$ cat src/design/clk_pwr_regs.svh
// Purpose: Register offsets, field positions and clock constants of the power controller.
// Assumes: A 12-bit APB byte address and 32-bit data.
// Notes: Each register takes one aligned word.
`ifndef CLK_PWR_REGS_SVH
`define CLK_PWR_REGS_SVH

// Register byte offsets.
`define CPM_CTRL_OFF 12'h000
`define CPM_MBOX_OFF 12'h004
`define CPM_STAT_OFF 12'h008
`define CPM_ISTAT_OFF 12'h00C
`define CPM_IMASK_OFF 12'h010

// Control register: one request bit per low-power state, written as a one.
`define CPM_CTRL_REQ_W 4
// Mailbox command codes that an external processor writes.
`define CPM_MBOX_L1 8'h01
`define CPM_MBOX_L2 8'h02
`define CPM_MBOX_L3 8'h03
`define CPM_MBOX_L4 8'h04

// Interrupt status and mask bits.
`define CPM_IRQ_W 3
`define CPM_IRQ_ENTER 0
`define CPM_IRQ_WAKE 1
`define CPM_IRQ_STRAP 2
`define CPM_IRQ_RST 3'h0

// Status register field positions.
`define CPM_STAT_LOCK 3
`define CPM_STAT_EXT 4
`define CPM_STAT_STRAP_LO 5
`define CPM_STAT_ERR 8

// Strap codes.
`define CPM_STRAP_XTAL 3'h0
`define CPM_STRAP_EXT19 3'h4
`define CPM_STRAP_EXT26 3'h5
`define CPM_STRAP_EXT38 3'h6
`define CPM_STRAP_EXT52 3'h7

// PLL ratios: every input lands on the same 499.2 MHz reference.
`define CPM_MULT_19M2 8'h1A
`define CPM_DIV_19M2 4'h1
`define CPM_MULT_26M 8'h60
`define CPM_DIV_26M 4'h5
`define CPM_MULT_38M4 8'h0D
`define CPM_DIV_38M4 4'h1
`define CPM_MULT_52M 8'h30
`define CPM_DIV_52M 4'h5
// Input rates in units of 100 kHz, used to check the ratio.
`define CPM_IN_19M2 16'h00C0
`define CPM_IN_26M 16'h0104
`define CPM_IN_38M4 16'h0180
`define CPM_IN_52M 16'h0208
`define CPM_PLL_OUT 16'h1380

`endif

$ cat src/design/clk_pwr_pkg.sv
// Purpose: Shared types of the clock-select and power-mode controller.
// Assumes: Offsets and constants come from clk_pwr_regs.svh.
// Notes: Nothing is imported; users write clk_pwr_pkg::name.
package clk_pwr_pkg;

    // Power state; the four low-power states keep their own codes.
    typedef enum logic [2:0] {
        ps_normal = 3'b000,
        suspend_phy_on_state = 3'b001,
        suspend_phy_off_state = 3'b010,
        standby_state = 3'b011,
        core_powerdown_state = 3'b100,
        ps_wake_lock = 3'b101
    } power_state_t;

    // State of the strap decoder.
    typedef struct packed {
        logic done;
        logic [2:0] straps;
        logic ext_sel;
        logic err;
        logic [7:0] mult;
        logic [3:0] div;
        logic [15:0] in_rate;
    } strap_state_t;

endpackage

$ cat src/design/strap_link_if.sv
// Purpose: Carries the straps and their decoded clock setup between the two modules.
// Assumes: One clock domain.
// Notes: The decoder drives every field except the raw straps.
`timescale 1ns/100ps
interface strap_link_if;
    logic [2:0] freq_select_straps; // Raw strap levels.
    logic valid; // Straps have been caught.
    logic [2:0] straps; // Straps as caught.
    logic ext_sel; // External clock input selected.
    logic err; // Unlisted strap code.
    logic [7:0] mult; // PLL multiplier.
    logic [3:0] div; // PLL divider.
    logic [15:0] in_rate; // Input rate in 100 kHz units.

    // Decoder side.
    modport dec (input freq_select_straps, output valid, straps, ext_sel, err, mult, div,
        in_rate);
    // Controller side.
    modport ctl (output freq_select_straps, input valid, straps, ext_sel, err, mult, div,
        in_rate);
endinterface

$ cat src/design/strap_decoder.sv
// Purpose: Catches the frequency straps once after reset and derives the PLL ratio.
// Assumes: Straps are steady from reset release onward.
// Notes: Unlisted codes fall back to the crystal setting and raise an error flag.
`timescale 1ns/100ps
`include "clk_pwr_regs.svh"
module strap_decoder (
    input wire logic pclk,
    input wire logic presetn,
    strap_link_if.dec link
);

    clk_pwr_pkg::strap_state_t r_reg; // Registered state.
    clk_pwr_pkg::strap_state_t r_next; // Next state.

    // Decodes a strap code into the full state record.
    function automatic clk_pwr_pkg::strap_state_t decode(input logic [2:0] s);
        clk_pwr_pkg::strap_state_t d;
        d = '0;
        d.done = 1'b1;
        d.straps = s;
        d.ext_sel = s[2];
        case (s)
            `CPM_STRAP_EXT26: begin
                d.mult = `CPM_MULT_26M;
                d.div = `CPM_DIV_26M;
                d.in_rate = `CPM_IN_26M;
            end
            `CPM_STRAP_EXT38: begin
                d.mult = `CPM_MULT_38M4;
                d.div = `CPM_DIV_38M4;
                d.in_rate = `CPM_IN_38M4;
            end
            `CPM_STRAP_EXT52: begin
                d.mult = `CPM_MULT_52M;
                d.div = `CPM_DIV_52M;
                d.in_rate = `CPM_IN_52M;
            end
            default: begin
                // Crystal, 19.2 MHz input and unlisted codes share one ratio.
                d.mult = `CPM_MULT_19M2;
                d.div = `CPM_DIV_19M2;
                d.in_rate = `CPM_IN_19M2;
                d.err = (s != `CPM_STRAP_XTAL) && (s != `CPM_STRAP_EXT19);
                d.ext_sel = (s == `CPM_STRAP_EXT19);
            end
        endcase
        return d;
    endfunction

    // Catches the straps in the first cycle after reset release.
    always_comb begin
        r_next = r_reg;
        if (!r_reg.done) begin
            r_next = decode(link.freq_select_straps);
        end
    end

    // Registers the decoder state.
    always_ff @(posedge pclk or negedge presetn) begin
        if (!presetn) begin
            r_reg <= '0;
        end else begin
            r_reg <= r_next;
        end
    end

    assign link.valid = r_reg.done;
    assign link.straps = r_reg.straps;
    assign link.ext_sel = r_reg.ext_sel;
    assign link.err = r_reg.err;
    assign link.mult = r_reg.mult;
    assign link.div = r_reg.div;
    assign link.in_rate = r_reg.in_rate;

endmodule

$ cat src/design/clock_select_power_modes.sv
// Purpose: Clock-source selection and power-mode sequencing with an APB register file.
// Assumes: All inputs are synchronous to pclk; pclk runs in every power state.
// Notes: Low-power entry is taken only from normal mode; wake always waits for PLL lock.
// Behaviour
// - Decode frequency straps into crystal or external clock.
// - PLL ratio keeps core rate independent of input.
// - Normal mode runs processor clock and all PLLs.
// - Four low-power states, suspend to core power-down.
// - Suspend-on keeps PHY in U3, other clocks stopped; the PLL and its input clock stay enabled here.
// - Hold all I/O levels while suspended.
// - Firmware may request suspend entry.
// - External processor requests suspend through mailbox.
// - Leave suspend on resume, VBUS or ID activity; suspend-off ignores resume and wakes on VBUS or ID only.
// - Suspend-off stops clocks, PLLs, keeps memory contents.
// - Leave standby on VBUS, control line 0, reset.
//
// The APB register port and the register offsets are this design's own decisions.
`timescale 1ns/100ps
`include "clk_pwr_regs.svh"
module clock_select_power_modes #(
    parameter int IO_W = 8
) (
    input wire logic pclk,
    input wire logic presetn,
    input wire logic psel,
    input wire logic penable,
    input wire logic pwrite,
    input wire logic [11:0] paddr,
    input wire logic [31:0] pwdata,
    output logic [31:0] prdata,
    output logic pready,
    output logic pslverr,
    input wire logic [2:0] freq_select_straps,
    input wire logic pll_lock,
    input wire logic superspeed_rx_pair,
    input wire logic vbus_detect,
    input wire logic id_detect_pin,
    input wire logic parallel_ctrl_line0,
    input wire logic [IO_W-1:0] io_core_out,
    output logic [IO_W-1:0] io_pin_out,
    output logic io_hold,
    output logic ext_clock_select,
    output logic crystal_osc_enable,
    output logic ext_clock_enable,
    output logic pll_enable,
    output logic [7:0] pll_mult,
    output logic [3:0] pll_div,
    output logic cpu_clk_enable,
    output logic core_clk_enable,
    output logic usb3_phy_power,
    output logic usb3_phy_u3,
    output logic mem_retain,
    output logic core_power_enable,
    output logic [2:0] power_state,
    output logic irq
);

    // All state of the controller in one record.
    typedef struct packed {
        clk_pwr_pkg::power_state_t pstate;
        logic [`CPM_IRQ_W-1:0] irq_stat;
        logic [`CPM_IRQ_W-1:0] irq_mask;
        logic [7:0] mbox;
        logic id_prev;
        logic dec_seen;
        logic [IO_W-1:0] io_held;
        logic [31:0] prdata;
    } ctl_state_t;

    ctl_state_t r_reg; // Registered state.
    ctl_state_t r_next; // Next state.
    strap_link_if link (); // Strap decoder connection.

    logic setup_phase; // APB setup cycle.
    logic wr_access; // APB write taking effect.
    logic addr_ok; // Address hits a register.
    logic id_evt; // Edge seen on the ID pin.
    logic req_valid; // A low-power entry request is present.
    clk_pwr_pkg::power_state_t req_state; // Requested low-power state.
    logic [`CPM_IRQ_W-1:0] irq_set; // Events raised this cycle.
    logic [`CPM_IRQ_W-1:0] irq_clr; // Write-one-to-clear bits this cycle.

    // Maps a one-hot control write to a state; the shallowest state wins.
    function automatic logic ctrl_req(input logic [`CPM_CTRL_REQ_W-1:0] b,
        output clk_pwr_pkg::power_state_t s);
        s = clk_pwr_pkg::ps_normal;
        if (b[0]) begin
            s = clk_pwr_pkg::suspend_phy_on_state;
        end else if (b[1]) begin
            s = clk_pwr_pkg::suspend_phy_off_state;
        end else if (b[2]) begin
            s = clk_pwr_pkg::standby_state;
        end else if (b[3]) begin
            s = clk_pwr_pkg::core_powerdown_state;
        end
        return |b;
    endfunction

    // Maps a mailbox command code to a state.
    function automatic logic mbox_req(input logic [7:0] c, output clk_pwr_pkg::power_state_t s);
        logic ok;
        ok = 1'b1;
        case (c)
            `CPM_MBOX_L1: s = clk_pwr_pkg::suspend_phy_on_state;
            `CPM_MBOX_L2: s = clk_pwr_pkg::suspend_phy_off_state;
            `CPM_MBOX_L3: s = clk_pwr_pkg::standby_state;
            `CPM_MBOX_L4: s = clk_pwr_pkg::core_powerdown_state;
            default: begin
                s = clk_pwr_pkg::ps_normal;
                ok = 1'b0;
            end
        endcase
        return ok;
    endfunction

    // The decoder catches the straps and supplies the PLL ratio.
    strap_decoder u_strap (
        .pclk(pclk),
        .presetn(presetn),
        .link(link.dec)
    );

    assign link.freq_select_straps = freq_select_straps;

    // Bus decode; the slave answers with no wait state.
    assign setup_phase = psel && !penable;
    assign wr_access = psel && penable && pwrite;
    assign addr_ok = (paddr == `CPM_CTRL_OFF) || (paddr == `CPM_MBOX_OFF) ||
        (paddr == `CPM_STAT_OFF) || (paddr == `CPM_ISTAT_OFF) || (paddr == `CPM_IMASK_OFF);
    assign pready = 1'b1;
    assign pslverr = psel && penable && !addr_ok;
    assign id_evt = id_detect_pin ^ r_reg.id_prev;

    // Next-state logic: requests, wake events, interrupts and register reads.
    always_comb begin
        clk_pwr_pkg::power_state_t s_ctrl;
        clk_pwr_pkg::power_state_t s_mbox;
        logic v_ctrl;
        logic v_mbox;
        s_ctrl = clk_pwr_pkg::ps_normal;
        s_mbox = clk_pwr_pkg::ps_normal;
        v_ctrl = 1'b0;
        v_mbox = 1'b0;
        r_next = r_reg;
        irq_set = '0;
        irq_clr = '0;
        r_next.id_prev = id_detect_pin;
        // Firmware control writes win over mailbox commands in the same cycle.
        if (wr_access && paddr == `CPM_CTRL_OFF) begin
            v_ctrl = ctrl_req(pwdata[`CPM_CTRL_REQ_W-1:0], s_ctrl);
        end
        if (wr_access && paddr == `CPM_MBOX_OFF) begin
            r_next.mbox = pwdata[7:0];
            v_mbox = mbox_req(pwdata[7:0], s_mbox);
        end
        req_valid = v_ctrl || v_mbox;
        req_state = v_ctrl ? s_ctrl : s_mbox;
        // The strap error is reported once, when the straps are first caught.
        if (link.valid && !r_reg.dec_seen) begin
            r_next.dec_seen = 1'b1;
            irq_set[`CPM_IRQ_STRAP] = link.err;
        end
        case (r_reg.pstate)
            clk_pwr_pkg::ps_wake_lock: begin
                // Clocks stay gated until the PLL has locked on the chosen input.
                if (link.valid && pll_lock) begin
                    r_next.pstate = clk_pwr_pkg::ps_normal;
                    irq_set[`CPM_IRQ_WAKE] = 1'b1;
                end
            end
            clk_pwr_pkg::ps_normal: begin
                // Requests are only honoured from normal mode; the I/O levels are caught.
                if (req_valid) begin
                    r_next.pstate = req_state;
                    r_next.io_held = io_core_out;
                    irq_set[`CPM_IRQ_ENTER] = 1'b1;
                end
            end
            clk_pwr_pkg::suspend_phy_on_state: begin
                // Resume on the receive pair, VBUS or the ID pin wakes the device.
                if (superspeed_rx_pair || vbus_detect || id_evt) begin
                    r_next.pstate = clk_pwr_pkg::ps_wake_lock;
                end
            end
            clk_pwr_pkg::suspend_phy_off_state: begin
                // With the PHY off only VBUS or the ID pin can wake.
                if (vbus_detect || id_evt) begin
                    r_next.pstate = clk_pwr_pkg::ps_wake_lock;
                end
            end
            clk_pwr_pkg::standby_state: begin
                // Standby wakes on VBUS or control line 0; reset acts through presetn.
                if (vbus_detect || parallel_ctrl_line0) begin
                    r_next.pstate = clk_pwr_pkg::ps_wake_lock;
                end
            end
            clk_pwr_pkg::core_powerdown_state: begin
                // Core power is gone; only a reset brings the device back.
                r_next.pstate = clk_pwr_pkg::core_powerdown_state;
            end
            default: begin
                r_next.pstate = clk_pwr_pkg::ps_wake_lock;
            end
        endcase
        // Interrupt status clears by writing ones; a new event wins over the clear.
        if (wr_access && paddr == `CPM_ISTAT_OFF) begin
            irq_clr = pwdata[`CPM_IRQ_W-1:0];
        end
        r_next.irq_stat = (r_reg.irq_stat & ~irq_clr) | irq_set;
        if (wr_access && paddr == `CPM_IMASK_OFF) begin
            r_next.irq_mask = pwdata[`CPM_IRQ_W-1:0];
        end
        // Read data is built in the setup cycle and stands through the access cycle.
        if (setup_phase) begin
            r_next.prdata = '0;
            case (paddr)
                `CPM_MBOX_OFF: r_next.prdata[7:0] = r_reg.mbox;
                `CPM_STAT_OFF: begin
                    r_next.prdata[2:0] = r_reg.pstate;
                    r_next.prdata[`CPM_STAT_LOCK] = pll_lock;
                    r_next.prdata[`CPM_STAT_EXT] = link.ext_sel;
                    r_next.prdata[`CPM_STAT_STRAP_LO+:3] = link.straps;
                    r_next.prdata[`CPM_STAT_ERR] = link.err;
                end
                `CPM_ISTAT_OFF: r_next.prdata[`CPM_IRQ_W-1:0] = r_reg.irq_stat;
                `CPM_IMASK_OFF: r_next.prdata[`CPM_IRQ_W-1:0] = r_reg.irq_mask;
                default: r_next.prdata = '0;
            endcase
        end
    end

    // Registers the controller state; after reset the PLL is brought up first.
    always_ff @(posedge pclk or negedge presetn) begin
        if (!presetn) begin
            r_reg <= '{pstate: clk_pwr_pkg::ps_wake_lock, irq_stat: `CPM_IRQ_RST,
                irq_mask: `CPM_IRQ_RST, default: '0};
        end else begin
            r_reg <= r_next;
        end
    end

    // Output decode from the registered state.
    assign prdata = r_reg.prdata;
    assign power_state = r_reg.pstate;
    assign irq = |(r_reg.irq_stat & r_reg.irq_mask);
    assign cpu_clk_enable = (r_reg.pstate == clk_pwr_pkg::ps_normal);
    assign core_clk_enable = (r_reg.pstate == clk_pwr_pkg::ps_normal);
    assign pll_enable = (r_reg.pstate == clk_pwr_pkg::ps_normal) ||
        (r_reg.pstate == clk_pwr_pkg::ps_wake_lock) ||
        (r_reg.pstate == clk_pwr_pkg::suspend_phy_on_state);
    assign ext_clock_select = link.ext_sel;
    assign crystal_osc_enable = pll_enable && !link.ext_sel;
    assign ext_clock_enable = pll_enable && link.ext_sel;
    assign pll_mult = link.mult;
    assign pll_div = link.div;
    assign usb3_phy_u3 = (r_reg.pstate == clk_pwr_pkg::suspend_phy_on_state);
    assign usb3_phy_power = (r_reg.pstate == clk_pwr_pkg::ps_normal) ||
        (r_reg.pstate == clk_pwr_pkg::ps_wake_lock) || usb3_phy_u3;
    assign io_hold = (r_reg.pstate == clk_pwr_pkg::suspend_phy_on_state) ||
        (r_reg.pstate == clk_pwr_pkg::suspend_phy_off_state) ||
        (r_reg.pstate == clk_pwr_pkg::standby_state);
    assign io_pin_out = io_hold ? r_reg.io_held : io_core_out;
    assign mem_retain = io_hold;
    assign core_power_enable = (r_reg.pstate != clk_pwr_pkg::core_powerdown_state);

    // Checks on the decoded clock setup.
    a_strap_decode: assert property (@(posedge pclk) disable iff (!presetn)
        link.valid |-> (link.ext_sel == (link.straps == `CPM_STRAP_EXT19 ||
        link.straps == `CPM_STRAP_EXT26 || link.straps == `CPM_STRAP_EXT38 ||
        link.straps == `CPM_STRAP_EXT52)))
        else $error("clock source does not match straps");
    a_pll_ratio: assert property (@(posedge pclk) disable iff (!presetn)
        link.valid |-> (32'(link.in_rate) * 32'(pll_mult) == 32'(`CPM_PLL_OUT) * 32'(pll_div)))
        else $error("pll output rate depends on input");

    // Checks on the power states.
    a_normal_clocks: assert property (@(posedge pclk) disable iff (!presetn)
        (power_state == 3'b000) |-> (cpu_clk_enable && pll_enable && core_power_enable))
        else $error("normal mode without running clocks");
    a_state_legal: assert property (@(posedge pclk) disable iff (!presetn)
        power_state <= 3'b101)
        else $error("illegal power state");
    a_suspend_u3: assert property (@(posedge pclk) disable iff (!presetn)
        (power_state == 3'b001) |-> (usb3_phy_power && usb3_phy_u3 && !core_clk_enable))
        else $error("suspend state clocks or phy wrong");
    a_io_frozen: assert property (@(posedge pclk) disable iff (!presetn)
        (io_hold && $past(io_hold)) |-> $stable(io_pin_out))
        else $error("io levels moved while held");
    a_fw_entry: assert property (@(posedge pclk) disable iff (!presetn)
        (power_state == 3'b000 && wr_access && paddr == `CPM_CTRL_OFF && pwdata[0])
        |=> (power_state == 3'b001))
        else $error("firmware suspend request not honoured");
    a_mbox_entry: assert property (@(posedge pclk) disable iff (!presetn)
        (power_state == 3'b000 && wr_access && paddr == `CPM_MBOX_OFF &&
        pwdata[7:0] == `CPM_MBOX_L1 && !(wr_access && paddr == `CPM_CTRL_OFF))
        |=> (power_state == 3'b001))
        else $error("mailbox suspend request not honoured");
    a_suspend_wake: assert property (@(posedge pclk) disable iff (!presetn)
        (power_state == 3'b001 && (vbus_detect || superspeed_rx_pair)) |=>
        (power_state == 3'b101) ##1 (power_state != 3'b001))
        else $error("suspend did not wake");
    a_l2_pll_off: assert property (@(posedge pclk) disable iff (!presetn)
        (power_state == 3'b010) |-> (!pll_enable && !core_clk_enable && mem_retain))
        else $error("suspend-off kept pll or lost memory");
    a_standby_wake: assert property (@(posedge pclk) disable iff (!presetn)
        (power_state == 3'b011 && parallel_ctrl_line0) |=> (power_state == 3'b101))
        else $error("standby did not wake on control line");
    a_lock_gate: assert property (@(posedge pclk) disable iff (!presetn)
        (power_state == 3'b101 && !pll_lock) |=> !core_clk_enable)
        else $error("clocks released before lock");
    a_state_read: assert property (@(posedge pclk) disable iff (!presetn)
        (setup_phase && paddr == `CPM_STAT_OFF) |=> (prdata[2:0] == $past(power_state)))
        else $error("status read shows wrong state");

    // Checks on the ID pin wake, the clock release after lock and core power-down.
    a_id_wake: assert property (@(posedge pclk) disable iff (!presetn)
        (power_state == 3'b001 && id_evt) |=> (power_state == 3'b101))
        else $error("id pin activity did not wake");
    a_lock_release: assert property (@(posedge pclk) disable iff (!presetn)
        (power_state == 3'b101 && pll_lock && link.valid) |=>
        (power_state == 3'b000 && core_clk_enable))
        else $error("clocks not released after lock");
    a_pdown_stay: assert property (@(posedge pclk) disable iff (!presetn)
        (power_state == 3'b100) |=>
        (power_state == 3'b100 && !core_power_enable))
        else $error("core power-down left without reset");

    // Main scenarios.
    c_enter_suspend: cover property (@(posedge pclk) disable iff (!presetn)
        power_state == 3'b000 ##1 power_state == 3'b001);
    c_wake_lock: cover property (@(posedge pclk) disable iff (!presetn)
        power_state == 3'b101 ##1 power_state == 3'b000);
    c_standby_wake: cover property (@(posedge pclk) disable iff (!presetn)
        power_state == 3'b011 ##1 power_state == 3'b101);
    c_irq: cover property (@(posedge pclk) disable iff (!presetn) $rose(irq));
    c_pdown: cover property (@(posedge pclk) disable iff (!presetn)
        power_state == 3'b000 ##1 power_state == 3'b100);

endmodule

$ cat config.mk
export PLATFORM = sky130hd
export DESIGN_NAME = clock_select_power_modes
export DESIGN_NICKNAME = d
export VERILOG_FILES = /design/src/design/clk_pwr_pkg.sv /design/src/design/strap_link_if.sv /design/src/design/strap_decoder.sv /design/src/design/clock_select_power_modes.sv
export VERILOG_INCLUDE_DIRS = /design/src /design/src/design
export SDC_FILE = /design/constraint.sdc
export NUM_CORES = 1
export LEC_CHECK = 0
export BUFFER_PORTS_ARGS = -buffer_cell sky130_fd_sc_hd__buf_2
export CAP_MARGIN = 20
export CORE_MARGIN = 5
export CORE_UTILIZATION = 45
export CTS_CLUSTER_DIAMETER = 100
export DETAILED_ROUTE_END_ITERATION = 8
export PLACE_DENSITY = 0.73
export SYNTH_ARGS = -nofsm -noshare
export SYNTH_HDL_FRONTEND = slang
export SYNTH_SLANG_ARGS = --single-unit
$ cat constraint.sdc
create_clock -name pclk -period 3.98 [get_ports pclk]
set_input_delay 0.398 -clock pclk [delete_from_list [all_inputs] [get_ports pclk]]
set_output_delay 0.398 -clock pclk [all_outputs]
set_load 0.05 [all_outputs]
After elaboration in Yosys (flattened, before gate mapping). Index checks and enable logic that the tools add are counted.

Memory bits (writable): 0. Memories: 0. Logic and storage cells: 111. ROM bits: 0. Register bits: 54. Bits in latches: 0. Output and inout port bits: 69.

Add/subtract/negate cells: 0. Reductions and logical operators: 39. Divide/modulo/power cells: 0. Equality and inequality tests: 24. Shift operators: 0. Bitwise logic cells: 5. Mux-type cells: 29. $lt $le $gt $ge: 0. Multiply operators: 0.

Operator list (number): one-hot mux 27 bit (3 select lines) (1); 2-to-1 mux 3 bit (13); equality test 12 x 4 -> 1 bit (second input constant) (2); one-hot mux 3 bit (4 select lines) (2); equality test 3 bit (second input constant) (6); one-hot mux 3 bit (6 select lines) (1); equality test 8 x 2 -> 1 bit (second input constant) (2); logical AND 1 bit (13); logical OR 1 bit (13); equality test 12 x 3 -> 1 bit (second input constant) (1); equality test 12 x 5 -> 1 bit (second input constant) (1); logical NOT 12 bit (1); one-hot mux 5 bit (2 select lines) (1); 2-to-1 mux 1 bit (9); equality test 8 x 1 -> 1 bit (second input constant) (1); equality test 8 x 3 -> 1 bit (second input constant) (1); 2-to-1 mux 8 bit (1); OR reduction 4 bit (2); bitwise AND 3 bit (2); equality test 3 x 2 -> 1 bit (second input constant) (2); inequality test 2 bit (second input constant) (3); inequality test 3 bit (second input constant) (2); OR reduction 3 bit (2); AND reduction 5 bit (1); other kinds (10) (14).

Logic depth before layout (Yosys ltp).
Depth in word-level cells: 8. Depth in mapped cells: 7. Mapped depth without buffers: 6.

Hierarchy. Synthesis repeated with hierarchy kept, for this count alone.

Cells, all modules: 312. Area total of the unflattened synthesis: 3037.9 sq um.

Modules (own cells, without submodules): clock_select_power_modes (cells an instance 243, times used 1, area an instance 2306.0 sq um, sequential area each 903.4 sq um); strap_decoder (cells an instance 69, times used 1, area an instance 732.0 sq um, sequential area each 375.4 sq um).

Worst setup path before layout. OpenSTA, ideal clock, no wires.

Path type: register to output. From: reg r_reg, in the netlist power_state[0]. To: out crystal_osc_enable. Stages on the path, launching flop included: 5. Required time: 3.582 ns. Data arrival time: 2.327 ns. Slack: 1.255 ns. Path through: dfstp_2 buf_6 inv_1 a21oi_1 nor2b_1.

Cells in the longest elaborated chain, start to end: 4.

RTL lines: start, declared (RTL line clock_select_power_modes.sv:70) `ctl_state_t r_reg;`; start signal, assigned (RTL line clock_select_power_modes.sv:235) `` r_reg <= '{pstate: clk_pwr_pkg::ps_wake_lock, irq_stat: `CPM_IRQ_RST, ``; start signal, assigned (RTL line clock_select_power_modes.sv:238) `r_reg <= r_next;`; equality test 3 bit or logical NOT 3 bit (tied branches) (RTL line clock_select_power_modes.sv:249, clock_select_power_modes.sv:248); logical OR 1 bit (RTL line clock_select_power_modes.sv:248) `assign pll_enable = (r_reg.pstate == clk_pwr_pkg::ps_normal) ||`; logical OR 1 bit * (RTL line clock_select_power_modes.sv:249) `(r_reg.pstate == clk_pwr_pkg::ps_wake_lock) ||`; named net pll_enable (RTL line clock_select_power_modes.sv:45) `output logic pll_enable,`; logical AND 1 bit * (RTL line clock_select_power_modes.sv:252) `assign crystal_osc_enable = pll_enable && !link.ext_sel;`; end, declared (RTL line clock_select_power_modes.sv:43) `output logic crystal_osc_enable,`.

Mark *: on every way through the listed nets, which the timed path passes. The rest lies on a longest branch.

Final worst setup path.
From: reg r_reg, in the netlist power_state[0]. To: out io_pin_out[4].

Cells in the longest elaborated chain, start to end: 4.

RTL lines: equality test 3 x 1 -> 1 bit or equality test 3 x 2 -> 1 bit (tied branches) (RTL line clock_select_power_modes.sv:259, clock_select_power_modes.sv:260); logical OR 1 bit (RTL line clock_select_power_modes.sv:259) `assign io_hold = (r_reg.pstate == clk_pwr_pkg::suspend_phy_on_state) ||`; logical OR 1 bit * (RTL line clock_select_power_modes.sv:260) `(r_reg.pstate == clk_pwr_pkg::suspend_phy_off_state) ||`; 2-to-1 mux 8 bit * (RTL line clock_select_power_modes.sv:262) `assign io_pin_out = io_hold ? r_reg.io_held : io_core_out;`; end, declared (RTL line clock_select_power_modes.sv:40) `output logic [IO_W-1:0] io_pin_out,`.

Every way passes the cells marked *; elsewhere a longest branch is shown, timed or not.

==> results.ini <==
[clock_tree]
ctsResizeCount=0
cts_buffers=5
post_cts_buffers=0
clk_pin_slew_worst_paths_ns=0.09
cts.sinks=49
clockBufferDepth=2
clk_latency_ns=0.30
cts_tree=yes
cts_root_buffer=clkbuf_8
htree_num_levels=2

[placement]
gp_congestion=0.916
dp_hpwl_um=5050
io_buffers=82
placed_area_um2=3160

[worst_setup_path]
cp.required_ns=3.58
critPathKind=reg -> out
critPathLaunchType=flip-flop
end_kind=primary output
cp_max_fo=11
crit_arrival_ns=2.05

[sta]
fin_tns_setup_ns=0
finalCriticalPeriod_ns=2.45
holdWs_ns=0.226
finalClockSkew_ns=0.00678
rsz0062_at_grt=false
max_slew_margin_pct=58.7
finalHoldViolations=0
layout_worst_path_cycle_share_pct=61.6
max_freq_mhz=408
tightest_slew_ns=0.619
final-setup-viol-count=0
maxSlewViolCount=0

[synthesis]
ys_ff_latch=49
synth_top_area_share_pct=40.1
syn_inst=304
synthFlopType=dfrtp_1
synth-edff-count=0
async_reset_ff_share_pct=100
yosysTopAreaCell=dfrtp_1
syn_avg_cell_area_um2=9.66
synth.area.top_cells=dfrtp_1 40%, buf_4 11%, nand2_1 5.9%, mux2_4 4.1%, mux2_2 3.8%
yosysSeqAreaShare_pct=41.8
synth_warnings=0
synth_cell_type_count=56
netlist_area_um2=2940

[floorplan]
row_count=29
io_pins=134
die_area_um2=8240
dieHeight_um=90.8
die_x_um=90.8
start_util_pct=46.2
core_area_um2=6350

[grt]
overflow=0
grtUsageMet3_pct=4.25
grt_pass1_vias=2354
grt_busiest_layer=met2
antenna_found_initial=0
grt_max_degree=50
grt_usage_pct=15.8
grt_pass1_wl_um=11000
met1_usage_pct=19.3
gr-usage-met2_pct=27.1

[pwr]
powerDensity_nw_per_um2=315
p_total_mw=1.03
p_leak_nw=1.69
vdd_drop_max_mv=0.144

[drt]
ant_nets=0
remaining_drc_errors=0
wl_per_cell_um=14.8
wirelength_um=6560
viasPerCell=5.20
vias=2309
drt_iter0_drc=156
firstDrtPassIters=4

[final_layout]
post-route-util_pct=51.7
design_area_um2=3290
layout-drive-gt1-share_pct=34.1
antennaDiodeCount=0
final_nets=431
largest_reg_flops=24
syn_to_final_growth_pct=11.9

[status]
status=finished, final reports clean

[hold_path]
hp-class=in -> reg

[run]
cap_violations=0

-- cell usage in the layout, fill, tap and decap left out, types with 5 or more instances in the layout --
cell type	instances
clkbuf_8	6
nor2b_1	6
conb_1	28
a21oi_1	5
a221o_1	5
o21ai_0	9
nand2_1	46
nand3_1	6
and3_1	7
mux2_4	8
inv_1	9
buf_2	82
dfrtp_1	47
nor3_1	6
nor2_1	15
mux2_2	10
-- cell type report --
cell class / instances / area [um^2]
Multi-Input combinational cell: 215 / 1380
Inverter: 11 / 41.3
Clock buffer: 6 / 82.6
Fill cell: 598 / 3060
Timing Repair Buffer: 84 / 440
Tap cell: 77 / 96.3
Clock inverter: 2 / 13.8
Sequential cell: 49 / 1230
-- where the power goes --
part           total, mW  switching, mW  internal [mW]
clock              0.308          0.167          0.141
combinational      0.207          0.162         0.0448
sequential         0.519         0.0101          0.509
total               1.03          0.339          0.695
-- final timing paths --
path | from | to | slack, ns | depth (start not counted)
setup / recovery | power_state[0] | io_pin_out[4] | 1.53 | 6
hold / removal | id_detect_pin | r_reg[41] | 0.23 | 1
setup reg to reg | power_state[1] | r_reg[37] | 2.01 | 6
hold reg to reg | u_strap.link.div[0] | u_strap.link.div[0] | 0.47 | 1
max in group asynchronous | presetn | power_state[2] | 2.98 | 3
min in group asynchronous | presetn | u_strap.link.mult[1] | 0.47 | 2
-- Yosys cell counts (3+ instances only) --
| master | instances |
|---|---|
| nand2b_1 | 3 |
| o21ai_0 | 9 |
| a221o_1 | 5 |
| a32o_1 | 3 |
| nand2_1 | 46 |
| nand4_1 | 4 |
| nand3_1 | 6 |
| inv_1 | 9 |
| a21oi_1 | 5 |
| nor3_1 | 6 |
| nor4_4 | 3 |
| mux2_2 | 10 |
| o21ai_1 | 3 |
| a21o_1 | 4 |
| nor4_1 | 4 |
| or3_1 | 3 |
| clkbuf_1 | 8 |
| mux2i_1 | 3 |
| a22oi_1 | 3 |
| nor2b_1 | 6 |
| dfrtp_1 | 47 |
| mux2_4 | 8 |
| and3_1 | 7 |
| nor2_1 | 15 |
| buf_4 | 44 |
-- worst max-delay path, cell delays in order, from the launching register on --
cell      delay [ns]
dfstp_2         0.66
nor2_1          0.11
or2_2           0.39
clkinv_1        0.20
nand2_1         0.08
nand2_1         0.06
buf_2           0.25
-- what timing repair did --
| action | CTS | global route |
|---|---|---|
| hold buffers | 0 | 1 |
| hold endpoints to repair | 0 | 7 |
| endpoints found under the setup margin | 0 | 0 |
-- layer usage --
layer	up-vias	wire [um]	share of wire, %
met5	-	0	0
li1	1110	-	-
met3	9	554	8.5
met2	103	3130	48
met4	0	99	1.5
met1	1087	2780	42
-- cell families (layout without fill, tap and decap cells) --
family,after synthesis,count (layout),share of synthesized area (%)
XOR/XNOR,2,2,0.597
flip-flops,49,49,41.8
AND/OR/NAND/NOR,115,115,21.5
AO/OA/AOI/OAI,47,47,11.7
multiplexers,23,23,9.71
buffers and inverters,66,103,14.4
other,2,28,0.256
-- stage by stage --
stage,std cells,setup WS [ns]
floorplan,330,1.26
global placement,434,1.85
detailed placement,434,1.81
CTS,442,1.51
global route,444,1.39
finish,444,1.53
(Power assumes the default switching activity.)
